--- config.mk ---
export PLATFORM = sky130hd
export DESIGN_NAME = scsb_top
export DESIGN_NICKNAME = d
export VERILOG_FILES = /design/src/scsb_pkg.sv /design/src/scsb_sync.sv /design/src/scsb_divider.sv /design/src/scsb_top.sv
export VERILOG_INCLUDE_DIRS = /design/src /design/src/src
export SDC_FILE = /design/constraint.sdc
export NUM_CORES = 1
export LEC_CHECK = 0
export BUFFER_PORTS_ARGS = -buffer_cell sky130_fd_sc_hd__buf_2
export CAP_MARGIN = 0
export CORE_UTILIZATION = 42
export DETAILED_ROUTE_END_ITERATION = 8
export HOLD_SLACK_MARGIN = 0.06
export PLACE_DENSITY_LB_ADDON = 0.1
export SLEW_MARGIN = 20
export SYNTH_ARGS = -nofsm -noshare
export SYNTH_HDL_FRONTEND = slang
export SYNTH_HIERARCHICAL = 1
export SYNTH_SLANG_ARGS = --single-unit
export TNS_END_PERCENT = 20
--- constraint.sdc ---
create_clock -name clock -period 3.78 [get_ports clock]
set_input_delay 0.378 -clock clock [delete_from_list [all_inputs] [get_ports clock]]
set_output_delay 0.378 -clock clock [all_outputs]
set_load 0.01 [all_outputs]
--- src/scsb_consts.svh ---
// constants for the serial clock select and baud rate divider block
`ifndef SCSB_CONSTS_SVH
`define SCSB_CONSTS_SVH

// ==========================================
// timing
`define SCSB_CLOCK_KHZ 40000
`define SCSB_SETTLE_MS 20
`define SCSB_SETTLE_CYCLES (`SCSB_SETTLE_MS * `SCSB_CLOCK_KHZ)
`define SCSB_SETTLE_WIDTH 20

// ==========================================
// register byte offsets (low address byte)
`define SCSB_OFS_CLOCK_MODE 8'h00
`define SCSB_OFS_CONST_LOW 8'h04
`define SCSB_OFS_CONST_HIGH 8'h08
`define SCSB_OFS_DIV_CONTROL 8'h0c
`define SCSB_OFS_STATUS 8'h10

// ==========================================
// reset values
`define SCSB_CLOCK_MODE_RESET 8'h08
`define SCSB_DIV_CONTROL_RESET 8'h00
`define SCSB_CONST_RESET 16'h0000

// ==========================================
// field positions
`define SCSB_DIVCTL_ENABLE 0
`define SCSB_DIVCTL_SOURCE 1
`define SCSB_STAT_PIN_OE 0
`define SCSB_STAT_DIV_OUT 1
`define SCSB_STAT_SETTLED 2
`define SCSB_STAT_XTAL 3
`define SCSB_STAT_RUNNING 4
`define SCSB_STAT_COUNT_LSB 16

// ==========================================
// divider start delay in counts
`define SCSB_START_COUNTS 2'h2

`endif

--- src/scsb_pkg.sv ---
// types for the serial clock select and baud rate divider block
package scsb_pkg;

    // ==========================================
    // clock source select codes
    typedef enum logic [1:0] {
        SRC_PRIMARY = 2'b00,
        SRC_SECONDARY = 2'b01,
        SRC_DIVIDER = 2'b10,
        SRC_PLL = 2'b11
    } scsb_src_type;

    // secondary pin output source codes
    typedef enum logic [1:0] {
        OUT_OSC = 2'b00,
        OUT_TX_CLOCK = 2'b01,
        OUT_DIVIDER = 2'b10,
        OUT_PLL_RX = 2'b11
    } scsb_out_type;

    // clock mode control register layout
    typedef struct packed {
        logic xtal_select;
        scsb_src_type rx_select;
        scsb_src_type tx_select;
        logic pin_direction;
        scsb_out_type out_select;
    } scsb_mode_type;

    // divider state
    typedef enum logic [1:0] {
        DIV_STOP = 2'b00,
        DIV_ARM = 2'b01,
        DIV_RUN = 2'b10
    } scsb_div_state_type;

    // external clock levels after synchronising
    typedef struct packed {
        logic primary;
        logic oscillator;
        logic framing;
        logic secondary;
    } scsb_pins_type;

endpackage

--- src/scsb_sync.sv ---
// three-stage pin synchroniser with agreement filter
`timescale 1ns/1ps
module scsb_sync #(
    parameter int WIDTH = 4
) (
    input wire logic clock,
    input wire logic reset_n,
    input wire logic [WIDTH-1:0] pin_in,
    output logic [WIDTH-1:0] level_out
);

    logic [WIDTH-1:0] stage1_ff;
    logic [WIDTH-1:0] stage2_ff;
    logic [WIDTH-1:0] stage3_ff;
    logic [WIDTH-1:0] level_ff;
    logic [WIDTH-1:0] agree;
    logic [WIDTH-1:0] nxt_level;

    // a bit changes only once stages two and three agree
    assign agree = ~(stage2_ff ^ stage3_ff);
    assign nxt_level = (stage3_ff & agree) | (level_ff & ~agree);
    assign level_out = level_ff;

    // shift chain
    always_ff @(posedge clock or negedge reset_n) begin
        if (!reset_n) begin
            stage1_ff <= '0;
            stage2_ff <= '0;
            stage3_ff <= '0;
            level_ff <= '0;
        end else begin
            stage1_ff <= pin_in;
            stage2_ff <= stage1_ff;
            stage3_ff <= stage2_ff;
            level_ff <= nxt_level;
        end
    end

endmodule

--- src/scsb_divider.sv ---
// sixteen-bit reloading down counter with toggle output
`timescale 1ns/1ps
`include "scsb_consts.svh"
module scsb_divider (
    input wire logic clock,
    input wire logic reset_n,
    input wire logic tick,
    input wire logic enable,
    input wire logic [15:0] time_constant,
    output logic divider_out,
    output logic running,
    output logic [15:0] count
);

    scsb_pkg::scsb_div_state_type state_ff;
    scsb_pkg::scsb_div_state_type nxt_state;
    logic [15:0] count_ff;
    logic [15:0] nxt_count;
    logic reload_ff;
    logic nxt_reload;
    logic toggle_ff;
    logic nxt_toggle;
    logic [1:0] arm_ff;
    logic [1:0] nxt_arm;
    logic counting;
    logic at_zero;

    assign at_zero = (count_ff == 16'h0000);
    assign counting = (state_ff != scsb_pkg::DIV_STOP) && tick;
    assign divider_out = toggle_ff;
    assign running = (state_ff == scsb_pkg::DIV_RUN);
    assign count = count_ff;

    // count n..0, one reload tick, toggle at terminal count
    // constant only sampled on reload
    always_comb begin
        nxt_count = count_ff;
        nxt_reload = reload_ff;
        nxt_toggle = toggle_ff;
        if (!enable) begin
            nxt_reload = 1'b1;
        end else if (counting) begin
            if (reload_ff) begin
                nxt_count = time_constant;
                nxt_reload = 1'b0;
            end else if (at_zero) begin
                nxt_reload = 1'b1;
                if (state_ff == scsb_pkg::DIV_RUN) begin
                    nxt_toggle = ~toggle_ff;
                end
            end else begin
                nxt_count = count_ff - 16'h0001;
            end
        end
    end

    // enable: two counts before output reacts, stop at once
    always_comb begin
        nxt_state = state_ff;
        nxt_arm = arm_ff;
        unique case (state_ff)
            scsb_pkg::DIV_STOP: begin
                nxt_arm = 2'h0;
                if (enable) begin
                    nxt_state = scsb_pkg::DIV_ARM;
                end
            end
            scsb_pkg::DIV_ARM: begin
                if (!enable) begin
                    nxt_state = scsb_pkg::DIV_STOP;
                end else if (tick) begin
                    nxt_arm = arm_ff + 2'h1;
                    if (arm_ff + 2'h1 == `SCSB_START_COUNTS) begin
                        nxt_state = scsb_pkg::DIV_RUN;
                    end
                end
            end
            scsb_pkg::DIV_RUN: begin
                if (!enable) begin
                    nxt_state = scsb_pkg::DIV_STOP;
                end
            end
            default: begin
                nxt_state = scsb_pkg::DIV_STOP;
            end
        endcase
    end

    // state registers
    always_ff @(posedge clock or negedge reset_n) begin
        if (!reset_n) begin
            state_ff <= scsb_pkg::DIV_STOP;
            count_ff <= `SCSB_CONST_RESET;
            reload_ff <= 1'b1;
            toggle_ff <= 1'b0;
            arm_ff <= 2'h0;
        end else begin
            state_ff <= nxt_state;
            count_ff <= nxt_count;
            reload_ff <= nxt_reload;
            toggle_ff <= nxt_toggle;
            arm_ff <= nxt_arm;
        end
    end

endmodule

--- src/scsb_top.sv ---
// clock selection, secondary pin control and baud rate divider with ahb-lite registers
`timescale 1ns/1ps
`include "scsb_consts.svh"

// Behaviour
// - crystal select 0: primary pin is logic input; 1: oscillator amplifier enabled.
// - with crystal on, oscillator is a clock source and framing strobe reads zero.
// - reset clears crystal select.
// - receive clock mux: primary, secondary, divider, loop output.
// - reset selects primary pin for receive clock.
// - transmit clock mux: primary, secondary, divider, loop output.
// - in fm mode transmit loop clock lags receive loop clock a quarter cycle.
// - reset selects secondary pin for transmit clock.
// - secondary pin drives only if direction set and no mux uses it.
// - reset clears secondary pin direction.
// - secondary pin output: oscillator, transmit clock, divider, receive loop clock.
// - oscillator chosen but not enabled: secondary pin held high.
// - reset selects oscillator as secondary pin output.
// - sixteen-bit time constant in separate low and high write-only registers.
// - new constant used only at next counter reload, unsynchronised.
// - counter runs constant to zero, one reload cycle, toggles output.
// - divider source: primary or oscillator when 0, bus clock when 1.
// - enable starts after two counts, disable stops at once; reset clears.
module scsb_top #(
    parameter int SETTLE_CYCLES = `SCSB_SETTLE_CYCLES
) (
    input wire logic clock,
    input wire logic reset_n,
    input wire logic hsel,
    input wire logic [31:0] haddr,
    input wire logic [1:0] htrans,
    input wire logic hwrite,
    input wire logic [2:0] hsize,
    input wire logic [31:0] hwdata,
    input wire logic hready,
    output logic [31:0] hrdata,
    output logic hreadyout,
    output logic hresp,
    input wire logic primary_clock_pin,
    input wire logic osc_clock_in,
    input wire logic framing_strobe_pin,
    output logic osc_amp_enable,
    output logic framing_strobe,
    input wire logic secondary_clock_pin_in,
    output logic secondary_clock_pin_out,
    output logic secondary_clock_pin_oe,
    input wire logic pll_rx_clock,
    input wire logic pll_quad_clock,
    input wire logic pll_fm_mode,
    output logic rx_clock,
    output logic tx_clock,
    output logic divider_clock
);

    // ==========================================
    // reset release

    logic rst_meta_ff;
    logic rst_sync_ff;
    logic rst_n;

    // release through two flops
    always_ff @(posedge clock or negedge reset_n) begin
        if (!reset_n) begin
            rst_meta_ff <= 1'b0;
            rst_sync_ff <= 1'b0;
        end else begin
            rst_meta_ff <= 1'b1;
            rst_sync_ff <= rst_meta_ff;
        end
    end

    assign rst_n = rst_sync_ff;

    // ==========================================
    // helpers

    // four-way clock source selection, used by both muxes
    function automatic logic pick_clock(
        input scsb_pkg::scsb_src_type sel,
        input logic primary,
        input logic secondary,
        input logic divider,
        input logic pll
    );
        logic result;
        result = 1'b0;
        unique case (sel)
            scsb_pkg::SRC_PRIMARY: result = primary;
            scsb_pkg::SRC_SECONDARY: result = secondary;
            scsb_pkg::SRC_DIVIDER: result = divider;
            scsb_pkg::SRC_PLL: result = pll;
        endcase
        return result;
    endfunction

    // ==========================================
    // registers and bus state

    scsb_pkg::scsb_mode_type mode_ff;
    logic [7:0] const_low_ff;
    logic [7:0] const_high_ff;
    logic [7:0] div_control_ff;
    logic [7:0] addr_ff;
    logic write_pend_ff;
    logic [31:0] hrdata_ff;
    logic [31:0] nxt_rdata;
    logic [7:0] wr_byte;
    logic take;
    logic take_read;
    logic wr_mode;
    logic wr_low;
    logic wr_high;
    logic wr_divctl;

    // ==========================================
    // ahb-lite slave

    // address phase accepted when selected, non-idle and bus ready
    assign take = hsel && htrans[1] && hready;
    assign take_read = take && !hwrite;
    assign hreadyout = 1'b1; // zero wait states
    assign hresp = 1'b0; // always okay
    assign hrdata = hrdata_ff;

    // data phase write decode
    assign wr_byte = hwdata[7:0];
    assign wr_mode = write_pend_ff && (addr_ff == `SCSB_OFS_CLOCK_MODE);
    assign wr_low = write_pend_ff && (addr_ff == `SCSB_OFS_CONST_LOW);
    assign wr_high = write_pend_ff && (addr_ff == `SCSB_OFS_CONST_HIGH);
    assign wr_divctl = write_pend_ff && (addr_ff == `SCSB_OFS_DIV_CONTROL);

    // address phase capture, read data registered here
    always_ff @(posedge clock or negedge rst_n) begin
        if (!rst_n) begin
            addr_ff <= 8'h00;
            write_pend_ff <= 1'b0;
            hrdata_ff <= 32'h0000_0000;
        end else begin
            addr_ff <= haddr[7:0];
            write_pend_ff <= take && hwrite;
            if (take_read) begin
                hrdata_ff <= nxt_rdata;
            end
        end
    end

    // register writes
    always_ff @(posedge clock or negedge rst_n) begin
        if (!rst_n) begin
            mode_ff <= scsb_pkg::scsb_mode_type'(`SCSB_CLOCK_MODE_RESET);
            const_low_ff <= 8'(`SCSB_CONST_RESET);
            const_high_ff <= 8'(`SCSB_CONST_RESET >> 8);
            div_control_ff <= `SCSB_DIV_CONTROL_RESET;
        end else begin
            if (wr_mode) begin
                mode_ff <= scsb_pkg::scsb_mode_type'(wr_byte);
            end
            if (wr_low) begin
                const_low_ff <= wr_byte;
            end
            if (wr_high) begin
                const_high_ff <= wr_byte;
            end
            if (wr_divctl) begin
                div_control_ff <= wr_byte & 8'h03;
            end
        end
    end

    // ==========================================
    // pin synchronisers

    scsb_pkg::scsb_pins_type pins;
    logic [3:0] pins_raw;
    logic [3:0] pins_level;

    assign pins_raw = {primary_clock_pin, osc_clock_in, framing_strobe_pin, secondary_clock_pin_in};
    assign pins = scsb_pkg::scsb_pins_type'(pins_level);

    scsb_sync #(
        .WIDTH(4)
    ) u_sync (
        .clock(clock),
        .reset_n(rst_n),
        .pin_in(pins_raw),
        .level_out(pins_level)
    );

    // ==========================================
    // crystal oscillator

    logic xtal_on;
    logic primary_source;
    logic [`SCSB_SETTLE_WIDTH-1:0] settle_ff;
    logic settled;

    // amplifier across primary pin and framing pin
    assign xtal_on = mode_ff.xtal_select;
    assign osc_amp_enable = xtal_on;
    assign primary_source = xtal_on ? pins.oscillator : pins.primary;
    assign framing_strobe = xtal_on ? 1'b0 : pins.framing;
    assign settled = (settle_ff == SETTLE_CYCLES[`SCSB_SETTLE_WIDTH-1:0]);

    // stabilisation timer shown in status for software
    always_ff @(posedge clock or negedge rst_n) begin
        if (!rst_n) begin
            settle_ff <= '0;
        end else if (!xtal_on) begin
            settle_ff <= '0;
        end else if (!settled) begin
            settle_ff <= settle_ff + 1'b1;
        end
    end

    // ==========================================
    // baud rate divider

    logic div_source_bus;
    logic div_enable;
    logic div_level;
    logic div_prev_ff;
    logic div_tick;
    logic div_out;
    logic div_running;
    logic [15:0] div_count;
    logic [15:0] time_constant;

    // source: bus clock or primary/oscillator rising edges
    assign div_source_bus = div_control_ff[`SCSB_DIVCTL_SOURCE];
    assign div_enable = div_control_ff[`SCSB_DIVCTL_ENABLE];
    assign div_level = primary_source;
    assign div_tick = div_source_bus ? 1'b1 : (div_level && !div_prev_ff);
    assign time_constant = {const_high_ff, const_low_ff};

    // edge history of the divider source
    always_ff @(posedge clock or negedge rst_n) begin
        if (!rst_n) begin
            div_prev_ff <= 1'b0;
        end else begin
            div_prev_ff <= div_level;
        end
    end

    scsb_divider u_divider (
        .clock(clock),
        .reset_n(rst_n),
        .tick(div_tick),
        .enable(div_enable),
        .time_constant(time_constant),
        .divider_out(div_out),
        .running(div_running),
        .count(div_count)
    );

    // ==========================================
    // clock multiplexers and secondary pin

    logic sec_used;
    logic pin_drive;
    logic pll_tx;
    logic nxt_rx_clock;
    logic nxt_tx_clock;
    logic nxt_pin_out;
    logic rx_clock_ff;
    logic tx_clock_ff;
    logic pin_out_ff;
    logic pin_oe_ff;
    logic div_clock_ff;

    // transmit loop clock uses quarter-cycle lagging phase in fm
    assign pll_tx = pll_fm_mode ? pll_quad_clock : pll_rx_clock;

    assign nxt_rx_clock = pick_clock(mode_ff.rx_select, primary_source, pins.secondary,
        div_out, pll_rx_clock);
    assign nxt_tx_clock = pick_clock(mode_ff.tx_select, primary_source, pins.secondary,
        div_out, pll_tx);

    // pin drives only if not used as an input clock
    assign sec_used = (mode_ff.rx_select == scsb_pkg::SRC_SECONDARY)
        || (mode_ff.tx_select == scsb_pkg::SRC_SECONDARY);
    assign pin_drive = mode_ff.pin_direction && !sec_used;

    // output source, high for oscillator while crystal is off
    assign nxt_pin_out = !pin_drive ? 1'b0 :
        (mode_ff.out_select == scsb_pkg::OUT_OSC) ? (xtal_on ? pins.oscillator : 1'b1) :
        (mode_ff.out_select == scsb_pkg::OUT_TX_CLOCK) ? nxt_tx_clock :
        (mode_ff.out_select == scsb_pkg::OUT_DIVIDER) ? div_out : pll_rx_clock;

    assign rx_clock = rx_clock_ff;
    assign tx_clock = tx_clock_ff;
    assign secondary_clock_pin_out = pin_out_ff;
    assign secondary_clock_pin_oe = pin_oe_ff;
    assign divider_clock = div_clock_ff;

    // registered clock outputs
    always_ff @(posedge clock or negedge rst_n) begin
        if (!rst_n) begin
            rx_clock_ff <= 1'b0;
            tx_clock_ff <= 1'b0;
            pin_out_ff <= 1'b0;
            pin_oe_ff <= 1'b0;
            div_clock_ff <= 1'b0;
        end else begin
            rx_clock_ff <= nxt_rx_clock;
            tx_clock_ff <= nxt_tx_clock;
            pin_out_ff <= nxt_pin_out;
            pin_oe_ff <= pin_drive;
            div_clock_ff <= div_out;
        end
    end

    // ==========================================
    // read mux

    logic [31:0] status_word;

    // status shows pin direction, divider and oscillator state
    always_comb begin
        status_word = 32'h0000_0000;
        status_word[`SCSB_STAT_PIN_OE] = pin_oe_ff;
        status_word[`SCSB_STAT_DIV_OUT] = div_out;
        status_word[`SCSB_STAT_SETTLED] = settled;
        status_word[`SCSB_STAT_XTAL] = xtal_on;
        status_word[`SCSB_STAT_RUNNING] = div_running;
        status_word[`SCSB_STAT_COUNT_LSB +: 16] = div_count;
    end

    // write-only registers read zero, unmapped reads zero
    assign nxt_rdata = (haddr[7:0] == `SCSB_OFS_DIV_CONTROL) ? {24'h00_0000, div_control_ff} :
        (haddr[7:0] == `SCSB_OFS_STATUS) ? status_word : 32'h0000_0000;

endmodule

==> results of run 1 <==
==> cells by family after synthesis <==
| kind of cell | count (synthesis) | synth area share, % |
|---|---|---|
| AOI/OAI and AO/OA | 89 | 11.8 |
| xor gates and xnor gates | 13 | 2.09 |
| adders and majority gates | 8 | 1.75 |
| buffers and inverters | 51 | 4.76 |
| DFF | 122 | 56.2 |
| muxes | 37 | 8.38 |
| other | 2 | 0.138 |
| and+or+nand+nor | 138 | 14.9 |
==> sequential cells by signal (all words and copies together) (netlist names), 2 cells and up, named ones only <==
signal              cells
settle_ff              20
u_sync/stage2_ff        4
u_sync/stage3_ff        4
mode_ff                 7
u_sync/stage1_ff        4
u_divider/state_ff      2
u_divider/count        16
const_high_ff           8
div_control_ff          2
addr_ff                 8
u_divider/arm_ff        2
const_low_ff            8
hrdata                 21
==> routing by layer <==
layer	global-route usage, %	vias up	part of all wire (%)
met5	0	-	0
li1	-	1798	-
met3	5.75	17	5.2
met4	8.46	0	1.7
met1	26.1	1865	48
met2	28.5	117	46
==> cell usage in the layout, fill, tap and decap left out, drive strengths merged, types with 7 or more instances in the layout <==
cell type	synthesis	routed
clkbuf	14	18
nand3	16	16
nor4	10	10
buf	19	58
dlygate4sd3	0	8
mux2	29	29
nand4	8	8
a22o	20	20
xor2	11	11
and3	7	7
dfrtp	120	120
a21oi	15	15
inv	17	19
nand2	17	17
or3	7	7
nor3	11	11
clkinv	1	7
o22ai	7	7
o21ai	18	18
conb	2	14
nor2	27	27
==> power by group <==
group          internal [mW]  total [mW]  switching (mW)
combinational          0.153       0.336           0.183
clock                   1.12        1.72           0.599
sequential              1.41        1.56           0.155
==> per-stage QoR <==
step                std cells  setup slack (ps)  hold slack (ps)
floorplan                 472               133             82.4
global placement          669              1320              163
detailed placement        669              1320              165
CTS                       709              1310             60.7
global route              709              1220             65.3
finish                    709              1310             78.3
==> Yosys cell counts (all sizes together) (3+ instances only) <==
cell type  number  share of area, %
o22ai           7              0.81
mux2           29               6.1
and2            5              0.58
nand2b          4              0.46
and3            7              0.81
buf            19               2.6
nor4           10               1.5
clkbuf         14              0.97
mux4            3               1.3
dfrtp         120                55
nand4           8              0.92
a22o           20               3.2
or2b            3              0.41
or4             4              0.69
nor2           27               1.9
nor3           11               1.0
a21oi          15               1.4
a22oi           5              0.69
xor2           11               1.8
maj3            4              0.83
inv            17               1.2
and4            3              0.48
nand2          17               1.2
o311ai          3              0.48
mux2i           5              0.92
ha              4              0.92
or3             7              0.81
nand3          16               1.5
o211ai          3              0.41
o21ai          18               1.9
nor3b           4              0.76
==> worst max-delay path: stages, from the launching register on <==
cell and delay, ps:
dfrtp_1 440, or4_4 600, or4_4 590, o21ai_4 390
mux2_4 330
==> final timing paths <==
check	start	endpoint	slack, ps
min in group asynchronous	reset_n	rst_meta_ff	260
max in group asynchronous	rst_n	u_divider/reload_ff	2360
setup / recovery	u_divider/count[4]	u_divider/count[9]	1310
hold / removal	haddr[5]	addr_ff[5]	80
setup reg to reg	u_divider/count[4]	u_divider/count[9]	1310
hold reg to reg	u_sync/stage1_ff[3]	u_sync/stage2_ff[3]	350
==> final cells by class <==
type                            count  area [sq um]  area share (%)
Clock buffer                       18           439            6.74
Clock inverter                     14           194            2.98
Inverter                           18          67.6            1.04
Multi-Input combinational cell    299          2170            33.3
Sequential cell                   122          3060            46.9
Tap cell                          172           215            3.30
Timing Repair Buffer               66           375            5.76
==> flow_summary.yaml, run 1 <==
timing:
  finalMaxSlewViolations: 0
  fin_tns_setup_ps: 0
  max_freq_mhz: 405
  relSlewSlack_pct: 35.1
  period_needed_ps: 2470
  setup_viol: 0
  rsz0062_at_grt: "false"
  hold_viol_final: 0
  fin_crit_sh_pct: 65.3
  worstMarginPinSlew_ps: 974
  finClkSkew_ps: 8.63
clock_network:
  cts_tree: "done"
  cts_resized: 0
  clk_pin_slew_ps: 60
  clock-sinks: 122
  cts_hold_buf: 8
  ctsRootBufferMaster: "clkbuf_16"
  htree_levels: 4
  clk-insertion-delay-late_ps: 420
  cts_buffer_depth: 2
  cts_setup_buffers: 0
  cts_buffers: 17
critical_path:
  setup.worst_path.end_class: "flip-flop"
  path_class: "flip-flop to flip-flop"
  critPathLaunchType: "flip-flop"
  cp.required_ps: 4080
  critPathMaxFanout: 10
  reg2regPathDepth: 4
  cp.arrival_ps: 2770
yosys:
  yosys_warnings: 6
  synth_edf_count: 0
  synthArstFlopShare_pct: 100
  ys.flop_type: "dfrtp_1"
  synth_seq_area_share_pct: 56.2
  avgSynthCellArea_sq_um: 11.8
  synth_area_sq_um: 5440
  yosysUniqueCellTypes: 70
  ys_ff_latch: 122
  synthCells: 460
layout:
  nFillCells: 1138
  final_nets: 609
  syn_to_final_growth_pct: 19.9
  final_util_pct: 51.6
  final_cell_area_sq_um: 6520
  final_layout_size_suffix_gt1_share_pct: 25.7
  antenna_cells: 0
floorplan:
  rows: 41
  start_util_pct: 43.1
  die_area_sq_um: 13400
  die_h_um: 116
  io_pins: 122
  coreArea_sq_um: 12600
  fp.dieW_um: 116
placement:
  dpl_cell_area_sq_um: 5800
  port_buffers: 56
  place_hpwl_mm: 7.87
  routabilityCongestion: 0.840
outcome:
  status: "completed"
pwr:
  power.total_mw: 3.62
  p_leak_nw: 2.94
  vdd_drop_max_mv: 0.475
  power.density_nw_per_um2: 555
routing:
  drc: 0
  dr_total_vias: 3797
  wire_per_inst_um: 16.3
  ant_nets: 0
  drtIter0Drc: 211
  vias_per_cell: 5.36
  dr.pass1.iters: 4
  wl_mm: 11.6
job:
  maxCapViolCount: 0
hold_path:
  hp-class: "primary input to flip-flop"
  holdPathStages: 1
grt:
  grt_max_degree: 78
  grt_pass1_wl_mm: 19.0
  grt_overflow: 0
  antenna_found_initial: 0
  grt_pass1_vias: 3624
  grt_usage_pct: 19.2
(Power assumes the default switching activity.)
==> run 2, diff against run 1 <==
==> constraint.sdc (replaced) <==
create_clock -name clock -period 2.23 [get_ports clock]
set_input_delay 0.223 -clock clock [delete_from_list [all_inputs] [get_ports clock]]
set_output_delay 0.223 -clock clock [all_outputs]
set_load 0.01 [all_outputs]
==> flow_summary.yaml, run 2 (synthesized netlist as in run 1, its figures left out) <==
layout:
  final_layout_size_suffix_gt1_share_pct: 29.2
  mostFrequentLayoutCell: "dfrtp_1"
  syn_to_final_growth_pct: 24.3
  final_util_pct: 53.6
  final_cell_mix: "119 x dfrtp_1, 56 x buf_2, 27 x mux2_2, 27 x nor2_1, 27 x buf_4"
  antenna_cells: 0
  largest_reg_flops: 21
  regArea_sq_um: 3060
  final_nets: 643
  final_cell_area_sq_um: 6760
  multiInputGateArea_sq_um: 2170
  nFillCells: 1102
  fin_cells: 743
routing:
  drtIter0Drc: 159
  drc: 0
  vias_per_cell: 5.23
  dr.pass1.iters: 4
  ant_nets: 0
  wl_mm: 12.0
  dr_total_vias: 3883
  wire_per_inst_um: 16.1
critical_path:
  max_stage_delay_ps: 580
  critPathMaxFanout: 8
  cp_cell_sequence: "or4_4, or4_4, o21ai_4, mux2_4"
  cp.arrival_ps: 2450
  reg2reg_to: "u_divider/count[9]"
  cp.required_ps: 2530
  worstReg2RegStart: "u_divider/count[9]"
  setup.worst_path.end_class: "flip-flop"
  worst-path-buf-inv: 0
  cp.depth: 4
  crit_start: "u_divider/count[9]"
  reg2regPathDepth: 4
  regToRegSetupSlack_ps: 80
  crit_slowest_cell: "or4_4"
  critPathLaunchType: "flip-flop"
  crit_family: "simple AND/OR/NAND/NOR gates"
  path_class: "flip-flop to flip-flop"
  cpMostUsedCell: "or4_4"
clock_network:
  cts_buffers: 17
  cts_tree: "done"
  ctsRootBufferMaster: "clkbuf_16"
  htree_levels: 4
  clk-insertion-delay-late_ps: 410
  cts_buffer_depth: 2
  clk_pin_slew_ps: 60
  cts_setup_buffers: 0
  clock-sinks: 122
timing:
  setup_slack_ps: 80.1
  timing.hold.ws_ps: 82.5
  worstMarginPinSlew_ps: 759
  finClkSkew_ps: 4.09
  max_freq_mhz: 465
  hold_viol_final: 0
  fin_crit_sh_pct: 96.4
  period_needed_ps: 2150
  fin_tns_setup_ps: 0
  relSlewSlack_pct: 49.2
  setup_viol: 0
  finalMaxSlewViolations: 0
placement:
  dp.cells: 697
  dpl_cell_area_sq_um: 6040
  routabilityCongestion: 0.810
  port_buffers: 56
  place_hpwl_mm: 8.55
  pre_cts_ws_ps: 82.8
floorplan:
  rows: 41
  die_h_um: 116
  io_pins: 122
  die_area_sq_um: 13400
  fp.dieW_um: 116
  coreArea_sq_um: 12600
  start_util_pct: 43.1
pwr:
  switching_share_pct: 27.7
  p_seq_share_pct: 42.9
  power.density_nw_per_um2: 883
  p_leak_nw: 3.07
  p_clk_share_pct: 43.6
  net-switching-power_mw: 1.66
  power.total_mw: 5.97
  power_frac_comb_pct: 13.5
  vdd_drop_max_mv: 0.520
  p_int_mw: 4.31
grt:
  grt_max_degree: 39
  antenna_found_initial: 0
  grt_pass1_vias: 3876
  grt_overflow: 0
  grt_pass1_wl_mm: 19.6
  grt_usage_pct: 19.6
job:
  maxCapViolCount: 0
hold_path:
  worstHoldEndpoint: "const_low_ff[5]"
  hp-class: "primary input to flip-flop"
  holdPathStages: 2
  min_from: "hwdata[5]"
outcome:
  status: "completed"
==> run 2: cell count changes in the layout (fill, tap and decap cells not counted), sizes merged <==
| cell | before | now |
|---|---|---|
| buf | 58 | 86 |
| inv | 19 | 20 |
| clkbuf | 18 | 17 |
| dlygate4sd3 | 8 | 14 |
| clkinv | 7 | 8 |
| clkinvlp | 2 | 4 |
| bufinv | 4 | 1 |
==> run 2: routing by layer <==
metal	share of wire, %	GRT usage (%)
met4	2.4	10.1
met1	47	26.1
met5	0	0
met2	46	29.7
met3	4.5	4.97
==> run 2: area by class of cell <==
type / count / share of cell area [%]
sequential: 122 / 45.3
multi-input combinational: 299 / 32.1
timing repair buffer: 100 / 9.98
clock buffer: 17 / 6.29
tap: 172 / 3.18
clock inverter: 15 / 2.17
inverter: 18 / 1.00
==> run 2: how the worst max path moves through the flow <==
stage | slack (ps) | to
final | 80 | u_divider/count[9]
after detailed placement | 80 | u_divider/count[1]
after global placement | 100 | u_divider/count[1]
after global routing | -0.2 | u_divider/count[1]
after CTS | 70 | u_divider/count[1]
after floorplan | -70 | u_divider/count[9]
==> run 2: power by group through the flow <==
stage,Sequential [mW],Combinational (mW),Clock (mW)
after global placement,2.60,0.769,0
after detailed placement,2.60,0.780,0
after global routing,2.59,0.903,2.76
after CTS,2.56,0.803,2.66
after floorplan,2.59,0.454,0
final,2.56,0.807,2.60
==> run 2: what timing repair did <==
item | 4_1_cts | 5_1_grt
endpoints found under the setup margin | 0 | 1
endpoints found under the hold margin | 15 | 0
hold buffers | 14 | 0
resized for setup | 0 | 2
==> run 2: worst reg2reg max path, stage by stage, from the launching register on <==
cell and delay [ps]:
dfrtp_1 380, or4_4 560, or4_4 580, o21ai_4 210, mux2_4 310
==> run 3, diff against run 2 <==
--- a/config.mk
+++ b/config.mk
@@ -8,7 +8,7 @@
 export LEC_CHECK = 0
 export BUFFER_PORTS_ARGS = -buffer_cell sky130_fd_sc_hd__buf_2
 export CAP_MARGIN = 0
-export CORE_UTILIZATION = 42
+export CORE_UTILIZATION = 40
 export DETAILED_ROUTE_END_ITERATION = 8
 export HOLD_SLACK_MARGIN = 0.06
 export PLACE_DENSITY_LB_ADDON = 0.1
==> flow_summary.yaml, run 3 (synthesized netlist as in run 1, its figures left out) <==
outcome:
  status: "completed"
critical_path:
  crit_start: "u_divider/count[4]"
  crit_slowest_cell: "or4_4"
  cp.arrival_ps: 2500
  worst-path-buf-inv: 1
  max_stage_delay_ps: 580
  cp-endpoint: "u_divider/count[1]"
  critPathLaunchType: "flip-flop"
  reg2reg_to: "u_divider/count[1]"
  reg2regPathDepth: 5
  path_class: "flip-flop to flip-flop"
  setup.worst_path.end_class: "flip-flop"
  critPathMaxFanout: 8
  cpMostUsedCell: "or4_4"
  cp_cell_sequence: "or4_4, or4_4, o21ai_4, buf_4, mux2i_1"
  worstReg2RegStart: "u_divider/count[4]"
  cp.required_ps: 2570
  crit_family: "simple AND/OR/NAND/NOR gates"
  cp.depth: 5
  regToRegSetupSlack_ps: 70
clock_network:
  cts_tree: "done"
  cts_setup_buffers: 0
  clk-insertion-delay-late_ps: 420
  cts_buffers: 17
  ctsRootBufferMaster: "clkbuf_16"
  clock-sinks: 122
  cts_buffer_depth: 2
  clk_pin_slew_ps: 60
  htree_levels: 4
placement:
  port_buffers: 56
  dpl_cell_area_sq_um: 6040
  pre_cts_ws_ps: 89.1
  routabilityCongestion: 0.832
  dp.cells: 701
  place_hpwl_mm: 8.33
floorplan:
  io_pins: 122
  die_area_sq_um: 14100
  start_util_pct: 41.1
  fp.dieW_um: 119
  rows: 42
  coreArea_sq_um: 13200
  die_h_um: 119
timing:
  worstMarginPinSlew_ps: 833
  setup_viol: 0
  finClkSkew_ps: 7.52
  fin_tns_setup_ps: 0
  hold_viol_final: 0
  period_needed_ps: 2160
  timing.hold.ws_ps: 80.2
  relSlewSlack_pct: 44.2
  rsz0062_at_grt: "false"
  max_freq_mhz: 462
  fin_crit_sh_pct: 97.0
  setup_slack_ps: 67.1
  finalMaxSlewViolations: 0
pwr:
  power.total_mw: 6.15
  vdd_drop_max_mv: 0.572
  power.density_nw_per_um2: 905
  p_leak_nw: 3.10
layout:
  syn_to_final_growth_pct: 25.0
  final_util_pct: 51.3
  mostFrequentLayoutCell: "dfrtp_1"
  final_layout_size_suffix_gt1_share_pct: 29.0
  nFillCells: 1186
  regArea_sq_um: 3060
  antenna_cells: 0
  final_cell_mix: "119 x dfrtp_1, 56 x buf_2, 28 x buf_4"
  final_cell_area_sq_um: 6800
  multiInputGateArea_sq_um: 2170
  fin_cells: 748
  final_nets: 644
  largest_reg_flops: 21
grt:
  grtUsageMet2_pct: 28.0
  grt_usage_pct: 18.6
  grt_pass1_vias: 3918
  grt_use_met1_pct: 24.8
  grt_overflow: 0
  busiest_layer: "met2"
  met3_usage_pct: 5.36
  grt_pass1_wl_mm: 19.9
  antenna_found_initial: 0
  grt_max_degree: 73
routing:
  drtIter0Drc: 225
  wl_mm: 12.2
  dr.pass1.iters: 4
  dr_total_vias: 3974
  ant_nets: 0
  wire_per_inst_um: 16.3
  vias_per_cell: 5.31
  drc: 0
job:
  maxCapViolCount: 0
hold_path:
  hp-class: "primary input to flip-flop"
## run 3: power breakdown
group / internal (mW) / switching [mW]
Combinational: 0.382 / 0.455
Clock: 1.70 / 1.07
Sequential: 2.39 / 0.158
## run 3: layer usage
metal,share of wire [%],vias to the layer above
li1,-,1876
met1,48,1965
met2,45,107
met3,4.7,26
met4,2.2,0
met5,0,-
## run 3: how the worst min path moves through the flow
stage                   start               end  slack (ps)  depth (start not counted)
floorplan             reset_n       rst_meta_ff         -70                          0
global placement      reset_n       rst_meta_ff           8                          1
detailed placement    reset_n       rst_meta_ff          10                          1
CTS                 hwdata[2]  const_high_ff[2]          60                          2
global route        hwdata[4]   const_low_ff[4]          70                          2
finish              hwdata[4]  const_high_ff[4]          80                          2
## run 3: what timing repair did
| action | in CTS | in global routing |
|---|---|---|
| endpoints found under the hold margin | 15 | 0 |
| setup endpoints to repair | 0 | 0 |
| gates resized for setup | 0 | 0 |
| hold buffers | 15 | 0 |
## run 3: area by class of cell
cell class | count | share of cell area, %
tap | 176 | 3.24
sequential | 122 | 45.0
clock buffer | 18 | 6.46
multi-input combinational | 299 | 31.9
clock inverter | 14 | 2.38
inverter | 18 | 0.994
timing repair buffer | 101 | 10.0
## run 3: worst register-to-register path, stage by stage, from the launching register on
cell and delay (ps):
dfrtp_1 380, or4_4 550, or4_4 580, o21ai_4 220, buf_4 180, mux2i_1 180
